$ cat src/inc/brake_pkg.sv
// Constants shared by the dual brake monitor.
// Assumes a 50 MHz control tick drives all logic.
package brake_pkg;
    // ----------------------------------------
    // Bus geometry
    // ----------------------------------------
    localparam int AXI_ADDR_W = 8;
    localparam int AXI_DATA_W = 32;
    localparam logic [1:0] RESP_OKAY = 2'h0;
    localparam logic [1:0] RESP_SLVERR = 2'h2;
    // ----------------------------------------
    // Register byte offsets
    // ----------------------------------------
    localparam logic [7:0] CTRL_OFS = 8'h00;
    localparam logic [7:0] TIME_OFS = 8'h04;
    localparam logic [7:0] KEY_OFS = 8'h08;
    localparam logic [7:0] STAT_OFS = 8'h0C;
    localparam logic [7:0] ISTAT_OFS = 8'h10;
    localparam logic [7:0] IMASK_OFS = 8'h14;
    // ----------------------------------------
    // Fields and reset values
    // ----------------------------------------
    localparam int CTRL_ENABLE_BIT = 0;
    localparam int CTRL_RESET_CMD_BIT = 1;
    localparam logic ENABLE_RST = 1'h0;
    localparam int TIME_W = 16;
    localparam logic [15:0] CHECK_TIME_RST = 16'h0064;
    localparam int KEY_W = 8;
    // Clear key is decimal 111
    localparam logic [7:0] CLEAR_KEY_VALUE = 8'h6F;
    localparam logic [7:0] KEY_RST = 8'h00;
    localparam int IRQ_W = 3;
    localparam int IRQ_ALARM = 0;
    localparam int IRQ_TRAVEL = 1;
    localparam int IRQ_SINGLE = 2;
    localparam logic [2:0] IRQ_RST = 3'h0;
endpackage

$ cat src/inc/brake_if.sv
// Carriers between the monitor top and its helpers.
// Assumes brake_pkg is compiled first.
`timescale 1ns/1ps
`default_nettype none
// ----------------------------------------
// One feedback check channel
// ----------------------------------------
interface brake_chk_if import brake_pkg::*; ();
    logic active; // Channel supervises
    logic feedback; // 1 = brake reports released
    logic command; // Release command
    logic [TIME_W-1:0] check_time; // Limit in ticks
    logic mismatch; // Feedback disagrees
    logic expired; // Disagreement outlived limit
    modport ctrl(output active, feedback, command, check_time, input mismatch, expired);
    modport chan(input active, feedback, command, check_time, output mismatch, expired);
endinterface
// ----------------------------------------
// Brake fault latch
// ----------------------------------------
interface alarm_if ();
    logic [1:0] set_req; // Expiry per brake
    logic hold; // Car travelling
    logic clear; // Keyed clear
    logic load; // Restore retained state
    logic load_val; // Retained alarm value
    logic alarm; // Latched alarm
    logic [1:0] pending; // Recorded brake faults
    modport ctrl(output set_req, hold, clear, load, load_val, input alarm, pending);
    modport latch(input set_req, hold, clear, load, load_val, output alarm, pending);
endinterface
`default_nettype wire

$ cat src/core/brake_check_channel.sv
// One brake feedback checker with its check timer.
// Assumes feedback and command are synchronous to mclk.
`timescale 1ns/1ps
`default_nettype none
module brake_check_channel import brake_pkg::*; (
    input wire logic mclk,
    input wire logic reset,
    brake_chk_if.chan bus
);
    // ----------------------------------------
    // Check timer
    // ----------------------------------------
    logic [TIME_W-1:0] count; // Ticks in disagreement

    assign bus.mismatch = bus.active & (bus.feedback ^ bus.command);
    // Fires only once count reached the limit, so strictly longer
    assign bus.expired = bus.mismatch & (count == bus.check_time);

    // Held at zero on agreement; saturates at the limit
    always_ff @(posedge mclk) begin
        if (reset || !bus.mismatch) begin
            count <= '0;
        end else if (count < bus.check_time) begin
            count <= count + 16'h0001;
        end
    end

    // ----------------------------------------
    // Checks
    // ----------------------------------------
    property p_timer_zero;
        @(posedge mclk) disable iff (reset)
        !bus.mismatch |=> (count == '0);
    endproperty
    a_timer_zero: assert property (p_timer_zero) else $error("timer not cleared");

    property p_timer_step;
        @(posedge mclk) disable iff (reset)
        (bus.mismatch && count < bus.check_time) |=> (!bus.mismatch || count == $past(count) + 16'h0001);
    endproperty
    a_timer_step: assert property (p_timer_step) else $error("timer did not count");
endmodule
`default_nettype wire

$ cat src/core/brake_alarm_latch.sv
// Latched brake fault with travel hold-back and keyed clear.
// Assumes clear is only pulsed after a valid key.
`timescale 1ns/1ps
`default_nettype none
module brake_alarm_latch (
    input wire logic mclk,
    input wire logic reset,
    alarm_if.latch bus
);
    // ----------------------------------------
    // Fault record and alarm
    // ----------------------------------------
    logic issue; // Recorded fault may show

    // Faults in travel wait until the car stops
    assign issue = (|bus.pending) & ~bus.hold;

    // New expiry wins over a clear in the same cycle
    always_ff @(posedge mclk) begin
        if (reset) begin
            bus.pending <= 2'h0;
        end else begin
            bus.pending <= (bus.clear ? 2'h0 : bus.pending) | bus.set_req;
        end
    end

    // No path clears the alarm except the keyed clear
    // The clear empties the record as well, so an old record cannot hold the
    // alarm up; an expiry in the clear cycle stays recorded and re-raises it
    always_ff @(posedge mclk) begin
        if (reset) begin
            bus.alarm <= 1'h0;
        end else if (bus.load) begin
            bus.alarm <= bus.load_val;
        end else if (bus.clear) begin
            bus.alarm <= 1'h0;
        end else if (issue) begin
            bus.alarm <= 1'h1;
        end
    end

    // ----------------------------------------
    // Checks
    // ----------------------------------------
    property p_travel_hold;
        @(posedge mclk) disable iff (reset || bus.load)
        (bus.hold && !bus.alarm) |=> !bus.alarm;
    endproperty
    a_travel_hold: assert property (p_travel_hold) else $error("alarm during travel");
endmodule
`default_nettype wire

$ cat src/core/dual_brake_feedback_monitor.sv
// Dual brake feedback monitor with AXI4-Lite registers.
// Assumes pins are synchronous to mclk, feedback 1 = released.
//
// Decided for this implementation: register access over AXI4-Lite and the address map.
`timescale 1ns/1ps
`default_nettype none
module dual_brake_feedback_monitor import brake_pkg::*; (
    input wire logic mclk,
    input wire logic reset,
    input wire logic first_brake_feedback,
    input wire logic second_brake_feedback,
    input wire logic single_brake_feedback,
    input wire logic brake_release_command,
    input wire logic car_travelling,
    input wire logic rescue_brake_override,
    input wire logic nv_fault_restore,
    output logic brake_fault_alarm,
    output logic single_brake_fault,
    output logic output_block,
    output logic nv_fault_store,
    output logic irq,
    input wire logic [AXI_ADDR_W-1:0] s_axi_awaddr,
    input wire logic s_axi_awvalid,
    output logic s_axi_awready,
    input wire logic [AXI_DATA_W-1:0] s_axi_wdata,
    input wire logic [3:0] s_axi_wstrb,
    input wire logic s_axi_wvalid,
    output logic s_axi_wready,
    output logic [1:0] s_axi_bresp,
    output logic s_axi_bvalid,
    input wire logic s_axi_bready,
    input wire logic [AXI_ADDR_W-1:0] s_axi_araddr,
    input wire logic s_axi_arvalid,
    output logic s_axi_arready,
    output logic [AXI_DATA_W-1:0] s_axi_rdata,
    output logic [1:0] s_axi_rresp,
    output logic s_axi_rvalid,
    input wire logic s_axi_rready
);
    // ----------------------------------------
    // Declarations
    // ----------------------------------------
    logic enable; // Dual monitor enable
    logic [TIME_W-1:0] check_time; // Limit in ticks
    logic [KEY_W-1:0] clear_key; // Clear key register
    logic [IRQ_W-1:0] irq_status; // Sticky events
    logic [IRQ_W-1:0] irq_mask; // Event gates
    logic [IRQ_W-1:0] irq_event; // Events this cycle
    logic aw_got; // Write address held
    logic w_got; // Write data held
    logic [AXI_ADDR_W-1:0] aw_addr; // Held write address
    logic [AXI_DATA_W-1:0] w_data; // Held write data
    logic [3:0] w_strb; // Held byte enables
    logic wr_fire; // Write executes
    logic wr_hit; // Write address mapped
    logic reset_cmd; // Alarm reset command
    logic clear_now; // Keyed clear accepted
    logic active; // Dual supervision running
    logic hold; // Car in travel
    logic restore_pending; // First cycle after reset
    logic single_fault; // Single feedback fault
    logic alarm_q; // Alarm one cycle ago
    logic [AXI_DATA_W-1:0] next_rdata; // Read mux
    logic rd_hit; // Read address mapped

    brake_chk_if ch1 ();
    brake_chk_if ch2 ();
    brake_chk_if chs ();
    alarm_if al ();

    // ----------------------------------------
    // Supervision wiring
    // ----------------------------------------
    // Rescue override suspends both dual channels, so a brake opened
    // externally at standstill never reaches their timers
    assign active = enable & ~rescue_brake_override;
    assign hold = car_travelling & brake_release_command;

    assign ch1.active = active;
    assign ch1.feedback = first_brake_feedback;
    assign ch1.command = brake_release_command;
    assign ch1.check_time = check_time;
    assign ch2.active = active;
    assign ch2.feedback = second_brake_feedback;
    assign ch2.command = brake_release_command;
    assign ch2.check_time = check_time;
    // Single feedback check runs only while dual monitor is off
    assign chs.active = ~enable;
    assign chs.feedback = single_brake_feedback;
    assign chs.command = brake_release_command;
    assign chs.check_time = check_time;

    // Either direction of disagreement trips: not released at
    // start, still released at stop, opened at standstill
    assign al.set_req = {ch2.expired, ch1.expired};
    assign al.hold = hold;
    assign al.clear = clear_now;
    assign al.load = restore_pending;
    assign al.load_val = nv_fault_restore;

    brake_check_channel u_ch1 (.mclk(mclk), .reset(reset), .bus(ch1));
    brake_check_channel u_ch2 (.mclk(mclk), .reset(reset), .bus(ch2));
    brake_check_channel u_chs (.mclk(mclk), .reset(reset), .bus(chs));
    brake_alarm_latch u_latch (.mclk(mclk), .reset(reset), .bus(al));

    // Retained alarm is reloaded once reset has released
    always_ff @(posedge mclk) begin
        if (reset) begin
            restore_pending <= 1'h1;
        end else begin
            restore_pending <= 1'h0;
        end
    end

    // ----------------------------------------
    // Single feedback fault
    // ----------------------------------------
    // Ordinary alarm: a plain reset command clears it
    always_ff @(posedge mclk) begin
        if (reset) begin
            single_fault <= 1'h0;
        end else if (chs.expired) begin
            single_fault <= 1'h1;
        end else if (reset_cmd) begin
            single_fault <= 1'h0;
        end
    end

    // ----------------------------------------
    // AXI4-Lite write channel
    // ----------------------------------------
    assign wr_fire = aw_got & w_got & ~s_axi_bvalid;
    assign wr_hit = (aw_addr == CTRL_OFS) || (aw_addr == TIME_OFS) || (aw_addr == KEY_OFS)
        || (aw_addr == STAT_OFS) || (aw_addr == ISTAT_OFS) || (aw_addr == IMASK_OFS);
    assign reset_cmd = wr_fire & (aw_addr == CTRL_OFS) & w_strb[0] & w_data[CTRL_RESET_CMD_BIT];
    // Alarm only clears with the key armed first
    assign clear_now = reset_cmd & (clear_key == CLEAR_KEY_VALUE);

    // Address capture; one write in flight at a time
    always_ff @(posedge mclk) begin
        if (reset) begin
            aw_got <= 1'h0;
            aw_addr <= '0;
            s_axi_awready <= 1'h0;
        end else begin
            if (s_axi_awvalid && s_axi_awready) begin
                aw_got <= 1'h1;
                aw_addr <= s_axi_awaddr;
            end else if (wr_fire) begin
                aw_got <= 1'h0;
            end
            s_axi_awready <= ~aw_got & ~(s_axi_awvalid & s_axi_awready) & ~s_axi_bvalid & ~wr_fire;
        end
    end

    // Data capture, independent of the address
    always_ff @(posedge mclk) begin
        if (reset) begin
            w_got <= 1'h0;
            w_data <= '0;
            w_strb <= 4'h0;
            s_axi_wready <= 1'h0;
        end else begin
            if (s_axi_wvalid && s_axi_wready) begin
                w_got <= 1'h1;
                w_data <= s_axi_wdata;
                w_strb <= s_axi_wstrb;
            end else if (wr_fire) begin
                w_got <= 1'h0;
            end
            s_axi_wready <= ~w_got & ~(s_axi_wvalid & s_axi_wready) & ~s_axi_bvalid & ~wr_fire;
        end
    end

    // Response once both halves are in
    always_ff @(posedge mclk) begin
        if (reset) begin
            s_axi_bvalid <= 1'h0;
            s_axi_bresp <= RESP_OKAY;
        end else if (wr_fire) begin
            s_axi_bvalid <= 1'h1;
            s_axi_bresp <= wr_hit ? RESP_OKAY : RESP_SLVERR;
        end else if (s_axi_bready) begin
            s_axi_bvalid <= 1'h0;
        end
    end

    // ----------------------------------------
    // Control registers
    // ----------------------------------------
    always_ff @(posedge mclk) begin
        if (reset) begin
            enable <= ENABLE_RST;
            check_time <= CHECK_TIME_RST;
            irq_mask <= IRQ_RST;
        end else if (wr_fire && w_strb[0]) begin
            if (aw_addr == CTRL_OFS) begin
                enable <= w_data[CTRL_ENABLE_BIT];
            end
            if (aw_addr == TIME_OFS) begin
                check_time[7:0] <= w_data[7:0];
            end
            if (aw_addr == IMASK_OFS) begin
                irq_mask <= w_data[IRQ_W-1:0];
            end
        end
        if (!reset && wr_fire && w_strb[1] && aw_addr == TIME_OFS) begin
            check_time[15:8] <= w_data[15:8];
        end
    end

    // Key returns to zero on its own once used
    always_ff @(posedge mclk) begin
        if (reset) begin
            clear_key <= KEY_RST;
        end else if (clear_now) begin
            clear_key <= KEY_RST;
        end else if (wr_fire && w_strb[0] && aw_addr == KEY_OFS) begin
            clear_key <= w_data[KEY_W-1:0];
        end
    end

    // ----------------------------------------
    // Interrupts
    // ----------------------------------------
    assign irq_event[IRQ_ALARM] = al.alarm & ~alarm_q;
    assign irq_event[IRQ_TRAVEL] = (|al.set_req) & hold;
    assign irq_event[IRQ_SINGLE] = chs.expired & ~single_fault;

    // Write one clears; a new event wins
    always_ff @(posedge mclk) begin
        if (reset) begin
            irq_status <= IRQ_RST;
        end else if (wr_fire && w_strb[0] && aw_addr == ISTAT_OFS) begin
            irq_status <= (irq_status & ~w_data[IRQ_W-1:0]) | irq_event;
        end else begin
            irq_status <= irq_status | irq_event;
        end
    end

    // ----------------------------------------
    // AXI4-Lite read channel
    // ----------------------------------------
    always_comb begin
        next_rdata = '0;
        rd_hit = 1'h1;
        unique case (s_axi_araddr)
            CTRL_OFS: next_rdata[CTRL_ENABLE_BIT] = enable;
            TIME_OFS: next_rdata[TIME_W-1:0] = check_time;
            KEY_OFS: next_rdata[KEY_W-1:0] = clear_key;
            STAT_OFS: next_rdata[6:0] = {ch2.mismatch, ch1.mismatch, active, single_fault,
                al.pending, al.alarm};
            ISTAT_OFS: next_rdata[IRQ_W-1:0] = irq_status;
            IMASK_OFS: next_rdata[IRQ_W-1:0] = irq_mask;
            default: rd_hit = 1'h0; // Unmapped reads zero
        endcase
    end

    // One read in flight; answer the cycle after the address
    always_ff @(posedge mclk) begin
        if (reset) begin
            s_axi_arready <= 1'h0;
            s_axi_rvalid <= 1'h0;
            s_axi_rdata <= '0;
            s_axi_rresp <= RESP_OKAY;
        end else begin
            s_axi_arready <= ~(s_axi_arvalid & s_axi_arready) & ~s_axi_rvalid;
            if (s_axi_arvalid && s_axi_arready) begin
                s_axi_rvalid <= 1'h1;
                s_axi_rdata <= next_rdata;
                s_axi_rresp <= rd_hit ? RESP_OKAY : RESP_SLVERR;
            end else if (s_axi_rready) begin
                s_axi_rvalid <= 1'h0;
            end
        end
    end

    // ----------------------------------------
    // Registered outputs
    // ----------------------------------------
    // Any latched fault stops the drive
    always_ff @(posedge mclk) begin
        if (reset) begin
            alarm_q <= 1'h0;
            brake_fault_alarm <= 1'h0;
            single_brake_fault <= 1'h0;
            output_block <= 1'h0;
            nv_fault_store <= 1'h0;
            irq <= 1'h0;
        end else begin
            alarm_q <= al.alarm;
            brake_fault_alarm <= al.alarm;
            single_brake_fault <= single_fault;
            output_block <= al.alarm | single_fault;
            nv_fault_store <= al.alarm;
            irq <= |(irq_status & irq_mask);
        end
    end

    // ----------------------------------------
    // Checks
    // ----------------------------------------
    property p_reset_off;
        @(posedge mclk) reset |=> !enable;
    endproperty
    a_reset_off: assert property (p_reset_off) else $error("enable set after reset");

    property p_single_only;
        @(posedge mclk) disable iff (reset)
        enable |-> (!chs.active && !chs.expired);
    endproperty
    a_single_only: assert property (p_single_only) else $error("single check while enabled");

    property p_rescue;
        @(posedge mclk) disable iff (reset)
        rescue_brake_override |-> (!ch1.expired && !ch2.expired);
    endproperty
    a_rescue: assert property (p_rescue) else $error("check ran under rescue");

    property p_issue;
        @(posedge mclk) disable iff (reset || restore_pending)
        (ch1.expired && !hold && !clear_now) |-> ##2 al.alarm;
    endproperty
    a_issue: assert property (p_issue) else $error("expiry gave no alarm");

    property p_latched;
        @(posedge mclk) disable iff (reset || restore_pending)
        (al.alarm && !clear_now) |=> al.alarm;
    endproperty
    a_latched: assert property (p_latched) else $error("alarm dropped without key");

    property p_block;
        @(posedge mclk) disable iff (reset)
        al.alarm |=> output_block;
    endproperty
    a_block: assert property (p_block) else $error("output not blocked");

    property p_key_clear;
        @(posedge mclk) disable iff (reset)
        clear_now |=> (clear_key == KEY_RST) && !al.alarm ##1 !brake_fault_alarm;
    endproperty
    a_key_clear: assert property (p_key_clear) else $error("keyed clear failed");

    c_alarm: cover property (@(posedge mclk) disable iff (reset) $rose(al.alarm));
    c_travel: cover property (@(posedge mclk) disable iff (reset) irq_event[IRQ_TRAVEL]);
    c_clear: cover property (@(posedge mclk) disable iff (reset) clear_now && al.alarm);
endmodule
`default_nettype wire

$ cat config.mk
export PLATFORM = sky130hd
export DESIGN_NAME = dual_brake_feedback_monitor
export DESIGN_NICKNAME = d
export VERILOG_FILES = /design/src/inc/brake_pkg.sv /design/src/inc/brake_if.sv /design/src/core/brake_check_channel.sv /design/src/core/brake_alarm_latch.sv /design/src/core/dual_brake_feedback_monitor.sv
export SDC_FILE = /design/constraint.sdc
export NUM_CORES = 1
export LEC_CHECK = 0
export BUFFER_PORTS_ARGS = -buffer_cell sky130_fd_sc_hd__buf_2
export CORE_ASPECT_RATIO = 1.25
export CORE_MARGIN = 1.5
export CORE_UTILIZATION = 50
export DETAILED_ROUTE_END_ITERATION = 8
export PLACE_DENSITY = 0.7
export SLEW_MARGIN = 25
export SYNTH_ARGS = -nofsm -noshare
export SYNTH_HDL_FRONTEND = slang
export SYNTH_SLANG_ARGS = --single-unit
export TNS_END_PERCENT = 50
$ cat constraint.sdc
create_clock -name mclk -period 4.5 [get_ports mclk]
set_input_delay 0.9 -clock mclk [delete_from_list [all_inputs] [get_ports mclk]]
set_output_delay 0.9 -clock mclk [all_outputs]
set_load 0.01 [all_outputs]
==> qor.yml, run 1 <==
sta:
  drv_slew: 0
  skew_ns: 0.00670
  hold_viol: 0
  fmaxAchievable_ghz: 0.337
  worstMarginPinSlew_ns: 0.782
  rsz0062_at_grt: "false"
  finalSetupTns_ns: 0
  setup_viol: 0
  slew_headroom_pct: 47.5
  fin_hold_ws_ns: 0.444
  min_period_ns: 2.97
  period_share_pct: 65.9
setup_path:
  critPathTopFamily: "simple AND/OR/NAND/NOR gates"
  start_kind: "flop"
  critical_path_class: "reg2reg"
  cpMaxStageDelayCell: "nor3_1"
  cp.depth: 9
  reg2regPathDepth: 9
  cp.required_ns: 4.82
  cp_max_fo: 8
  critPathArrivalTime_ns: 3.29
  crit_chain: "inv_1, ha_1, a21oi_1, nor3_1, or4_4, nor3_1, buf_4, a31oi_1, a41o_1"
  cpPeakStageDelay_ns: 0.67
  crit_top_cell: "nor3_1"
  path_buf_inv: 2
  critPathCaptureType: "flop"
global_routing:
  grt_pass1_wl_microns: 26500
  grt_max_degree: 57
  grt_use_met2_pct: 39.6
  busiest_layer: "met2"
  grt_pass1_vias: 5422
  grtUsageMet3_pct: 5.27
  overflow: 0
  antenna_found_initial: 0
  use_met1_pct: 28.3
  grt_usage_pct: 23.2
power_and_ir_drop:
  p_per_area_nw_per_um2: 369
  peakVddDrop_mv: 0.319
  totalPowerFinal_mw: 3.00
  leakagePower_nw: 3.42
cells_and_area:
  fillers: 1280
  postLayoutCoreUtil_pct: 58.9
  diodes: 0
  nNetsFinal: 1009
  drive_gt1_share_pct: 13.6
  syn2layout_area_growth_pct: 15.2
yosys:
  synth_common_cells: "131 x dfxtp_1, 110 x nand2_1, 80 x a21oi_1"
  ys_seq_elements: 139
  synthSimpleGateAreaFrac_pct: 23.8
  yosysMostFrequentCell: "dfxtp_1"
  synth_xor_area_share_pct: 1.86
  yosys.area.top_type: "dfxtp_1"
  postSynth.asyncResetShare_pct: 0
  seq_area_frac_synth_pct: 40.5
  synth_compound_area_share_pct: 14.3
  synth_edf_count: 8
  ys.flop_type: "dfxtp_1"
  yosysTopAreaCellShare_pct: 37.1
  synth_top_family_by_area: "simple AND/OR/NAND/NOR gates"
  syn_area_sq_um: 7060
  synth.distinct_cells: 62
  synth_adder_area_share_pct: 9.03
  synth_cells: 827
  synth_area_per_cell_sq_um: 8.54
  synth_area_leaders: "dfxtp_1 37%, ha_1 9.0%, nand2_1 5.8%, a21oi_1 5.7%, mux2i_1 4.4%"
  muxShareOfSynthArea_pct: 4.71
  synth-warning-count: 0
placement:
  io_buffers: 75
  dp_hpwl_microns: 11800
  gp_congestion: 0.844
min_path:
  whs_path_depth: 1
  hold_path_class: "reg2reg"
floorplan:
  die-area_sq_um: 14900
  die_h_microns: 136
  ioPinCount: 112
  die_w_microns: 109
  start_util_pct: 51.1
  fp.coreArea_sq_um: 13800
  num_rows: 48
clocking:
  holdBufCountCts: 0
  cts_tree: "done"
  post_cts_buffers: 0
  clock-sinks: 139
  cts-resized-gates: 0
  clk_pin_slew_ns: 0.06
  clockBufferDepth: 2
  cts_made_buffers: 17
  cts_root_buf: "clkbuf_16"
  clk_latency_ns: 0.42
  cts.htree.levels: 4
routing:
  via_count: 5963
  avgRoutedWirePerCell_microns: 15.2
  drc: 0
  ant_nets: 0
  vias_per_cell: 5.52
  first_pass_iters: 5
  drt_iter0_markers: 359
  wirelength_microns: 16400
run:
  cap_violations: 0
run_status:
  status: "completed"
[cell families (layout without fill, tap and decap cells)]
logic type	after synthesis	after routing
compound gates	168	168
xor+xnor	15	15
fa+ha+maj	51	51
buf+inv	82	143
flops	139	139
mux	33	33
other cells	1	18
simple gates	338	338
[layer usage]
layer / vias to the layer above / part of all wire (%)
met2: 140 / 50
met3: 27 / 4.0
met5: - / 0
met4: 0 / 2.2
li1: 3046 / -
met1: 2750 / 44
[worst paths after layout]
kind / startpoint / to / slack, ns
max reg2reg: ch1.check_time[9]$_SDFFCE_PN0P_ / u_chs.count[7]$_SDFFE_PP0N_ / 1.53
min reg2reg: al.load$_DFF_P_ / u_latch.bus.alarm$_SDFFE_PP0P_ / 0.44
min: al.load$_DFF_P_ / u_latch.bus.alarm$_SDFFE_PP0P_ / 0.44
max: ch1.check_time[9]$_SDFFCE_PN0P_ / u_chs.count[7]$_SDFFE_PP0N_ / 1.53
[metrics by stage]
| step | instances | setup slack [ns] | area (sq um) |
|---|---|---|---|
| after floorplan | 844 | 2.07 | 7130 |
| after global placement | 1048 | 1.60 | 7470 |
| after detailed placement | 1048 | 1.57 | 7470 |
| after CTS | 1080 | 1.55 | 8140 |
| after global routing | 1080 | 1.38 | 8140 |
| final | 1080 | 1.53 | 8140 |
[worst reg2reg max path: cells and delay by family (launching register included)]
family	cells	cell delay, ns
buf+inv	2	0.49
simple gates	3	1.23
flops	1	0.40
fa+ha+maj	1	0.29
compound gates	3	0.47
[power breakdown]
group / switching (mW) / internal, mW
logic: 0.0966 / 0.0532
registers: 0.0182 / 1.27
clock network: 0.552 / 1.02
[cells in the final DEF (no fill, tap or decap), drive strengths merged, types with 12 or more instances in the layout]
| cell | count |
|---|---|
| dfxtp | 131 |
| nand2 | 110 |
| a21oi | 80 |
| buf | 79 |
| nor2 | 73 |
| ha | 51 |
| inv | 34 |
| o21ai | 33 |
| mux2i | 31 |
| nand3 | 26 |
| or3 | 22 |
| clkbuf | 21 |
| nand4 | 20 |
| conb | 18 |
| and2 | 13 |
| a22oi | 12 |
| xnor2 | 12 |
[final cells by class]
class / instances / area [sq um] / share of cell area (%)
inverters: 32 / 120 / 1.48
well taps: 175 / 219 / 2.69
multi-input cells: 623 / 3860 / 47.4
repair buffers: 79 / 405 / 4.98
clock inverters: 11 / 178 / 2.18
flip-flops and latches: 139 / 2860 / 35.2
clock buffers: 21 / 493 / 6.06
[registers in the layout, indices dropped and copies added (netlist names), 2 cells and up]
signal               cells
ch1.check_time          16
s_axi_rdata             16
u_ch1.count             16
u_ch2.count             16
u_chs.count             16
w_data                  16
aw_addr                  8
clear_key                8
irq_mask                 3
irq_status               3
u_latch.bus.pending      2
w_strb                   2
No activity file was read; power rests on OpenSTA's default activity.
==> run 2, diff against run 1 <==
--- a/config.mk
+++ b/config.mk
@@ -10,7 +10,7 @@
 export CORE_MARGIN = 1.5
 export CORE_UTILIZATION = 50
 export DETAILED_ROUTE_END_ITERATION = 8
-export PLACE_DENSITY = 0.7
+export PLACE_DENSITY = 0.73
 export SLEW_MARGIN = 25
 export SYNTH_ARGS = -nofsm -noshare
 export SYNTH_HDL_FRONTEND = slang
==> constraint.sdc (replaced) <==
create_clock -name mclk -period 2.5 [get_ports mclk]
set_input_delay 0.5 -clock mclk [delete_from_list [all_inputs] [get_ports mclk]]
set_output_delay 0.5 -clock mclk [all_outputs]
set_load 0.01 [all_outputs]
==> run 2 against run 1 <==
Compared with the run above: register-to-register slack worse by 1.7 ns; die area stayed put; worst hold slack worse by 0.14 ns; the flow now finishes with violations (negative setup slack); non-clock buffer count is 68 higher; sequential cell count stayed put; count of clock-buffer cells in the layout is 3 lower; setup slack worse by 1.7 ns.
==> qor.yml, run 2 (synthesis gave the netlist of run 1 again) <==
floorplan:
  start_util_pct: 51.1
  die-area_sq_um: 14900
  fp.coreArea_sq_um: 13800
  ioPinCount: 112
  num_rows: 48
  die_h_microns: 136
  die_w_microns: 109
power_and_ir_drop:
  peakVddDrop_mv: 0.432
  leakagePower_nw: 3.72
  p_per_area_nw_per_um2: 577
global_routing:
  grt_usage_pct: 24.4
  grt_max_degree: 30
  grt_pass1_wl_microns: 28000
  antenna_found_initial: 0
  grt_pass1_vias: 5729
  overflow: 0
clocking:
  cts_tree: "done"
  cts_made_buffers: 17
  clock-sinks: 139
  clk_pin_slew_ns: 0.07
  holdBufCountCts: 0
  cts.htree.levels: 4
  clk_latency_ns: 0.43
  cts_root_buf: "clkbuf_16"
  clockBufferDepth: 2
sta:
  period_share_pct: 105
  fmaxAchievable_ghz: 0.379
  setup_viol: 12
  setup_slack_ns: -0.137
  slew_headroom_pct: 52.5
  hold_viol: 0
  skew_ns: 0.0101
  min_period_ns: 2.64
  drv_slew: 0
  finalSetupTns_ns: -0.931
  rsz0062_at_grt: "true"
  worstMarginPinSlew_ns: 0.712
cells_and_area:
  final_area_sq_um: 8770
  most-common-layout-cells: "131 x dfxtp_1, 110 x nand2_1, 76 x a21oi_1"
  drive_gt1_share_pct: 23.3
  syn2layout_area_growth_pct: 24.2
  diodes: 0
  layout_commonest_cell: "dfxtp_1"
  nNetsFinal: 1077
routing:
  wirelength_microns: 17800
  vias_per_cell: 5.57
  first_pass_iters: 5
  ant_nets: 0
  drt_iter0_markers: 320
  via_count: 6390
  drc: 0
  avgRoutedWirePerCell_microns: 15.5
placement:
  gp_congestion: 0.868
  io_buffers: 75
  dp_hpwl_microns: 12600
  placed_area_sq_um: 7870
setup_path:
  start_kind: "flop"
  critPathArrivalTime_ns: 2.99
  cpMaxStageDelayCell: "or4_4"
  critical_path_class: "reg2reg"
  cp.required_ns: 2.86
  critPathCaptureType: "flop"
  crit_chain: "inv_2, ha_4, a21oi_2, o21ai_1, or4_4, buf_6, or3b_4, or3_1, a21oi_1"
  cp_max_fo: 8
  cpPeakStageDelay_ns: 0.53
run_status:
  violations: "negative setup slack"
  status: "finished with violations"
run:
  cap_violations: 0
min_path:
  hold_path_class: "in2reg"
[run 2: cell count changes in the layout (fill, tap and decap cells not counted), sizes merged]
cell	delta
buf	+68
bufinv	-3
clkbuf	-3
clkinv	-1
clkinvlp	+2
inv	+5
[run 2: layout make-up]
class                      count  area [sq um]
tap                          175           219
fill                        1169          5040
clock buffer                  18           429
timing repair buffer         147           931
sequential                   139          2860
multi-input combinational    623          4080
inverter                      32           120
clock inverter                14           134
[run 2: worst paths after layout]
check,start,endpoint,slack (ns),depth (start not counted)
hold / removal,s_axi_awaddr[6],aw_addr[6]$_SDFFE_PP0P_,0.31,3
hold reg to reg,al.load$_DFF_P_,u_latch.bus.alarm$_SDFFE_PP0P_,0.44,1
setup reg to reg,ch1.check_time[13]$_SDFFCE_PN0P_,u_chs.count[14]$_SDFFE_PP0N_,-0.14,9
setup / recovery,ch1.check_time[13]$_SDFFCE_PN0P_,u_chs.count[14]$_SDFFE_PP0N_,-0.14,9
[run 2: per-stage QoR]
stage	std cells	setup WS (ns)	utilization [%]	total power [mW]	hold slack, ns
3_5_place_dp	1101	-0.283	56.9	2.65	0.442
3_3_place_gp	1101	-0.251	56.9	2.65	0.423
2_1_floorplan	844	0.0703	-	2.55	0.420
6_report	1148	-0.137	63.5	5.06	0.305
5_1_grt	1148	-0.242	63.5	5.21	0.309
4_1_cts	1139	-0.0654	61.7	5.07	0.298
[run 2: where the power goes]
part	internal, mW	switching [mW]	leakage [nW]
logic	0.124	0.187	2.31
registers	2.28	0.0337	1.14
clock network	1.39	1.05	0.274
total	3.79	1.27	3.72
[run 2: worst max-delay path, delay by kind of cell, from the launching register on]
kind / cells / cell delay, ns
buf+inv: 2 / 0.26
simple gates: 3 / 1.33
fa+ha+maj: 1 / 0.21
compound gates: 3 / 0.36
flops: 1 / 0.41
[run 2: layer usage]
layer	part of all wire, %	track usage (%)	vias up
met5	0	0	-
met4	2.7	11.9	0
met3	4.6	4.22	40
met2	50	40.7	174
met1	43	30.1	2986
li1	-	-	3190
[run 2: what timing repair did]
| action | in CTS | in global routing |
|---|---|---|
| buffers inserted | 6 | 9 |
| gates resized for setup | 17 | 30 |
| setup endpoints to repair | 23 | 41 |
| pin swaps | 9 | 10 |
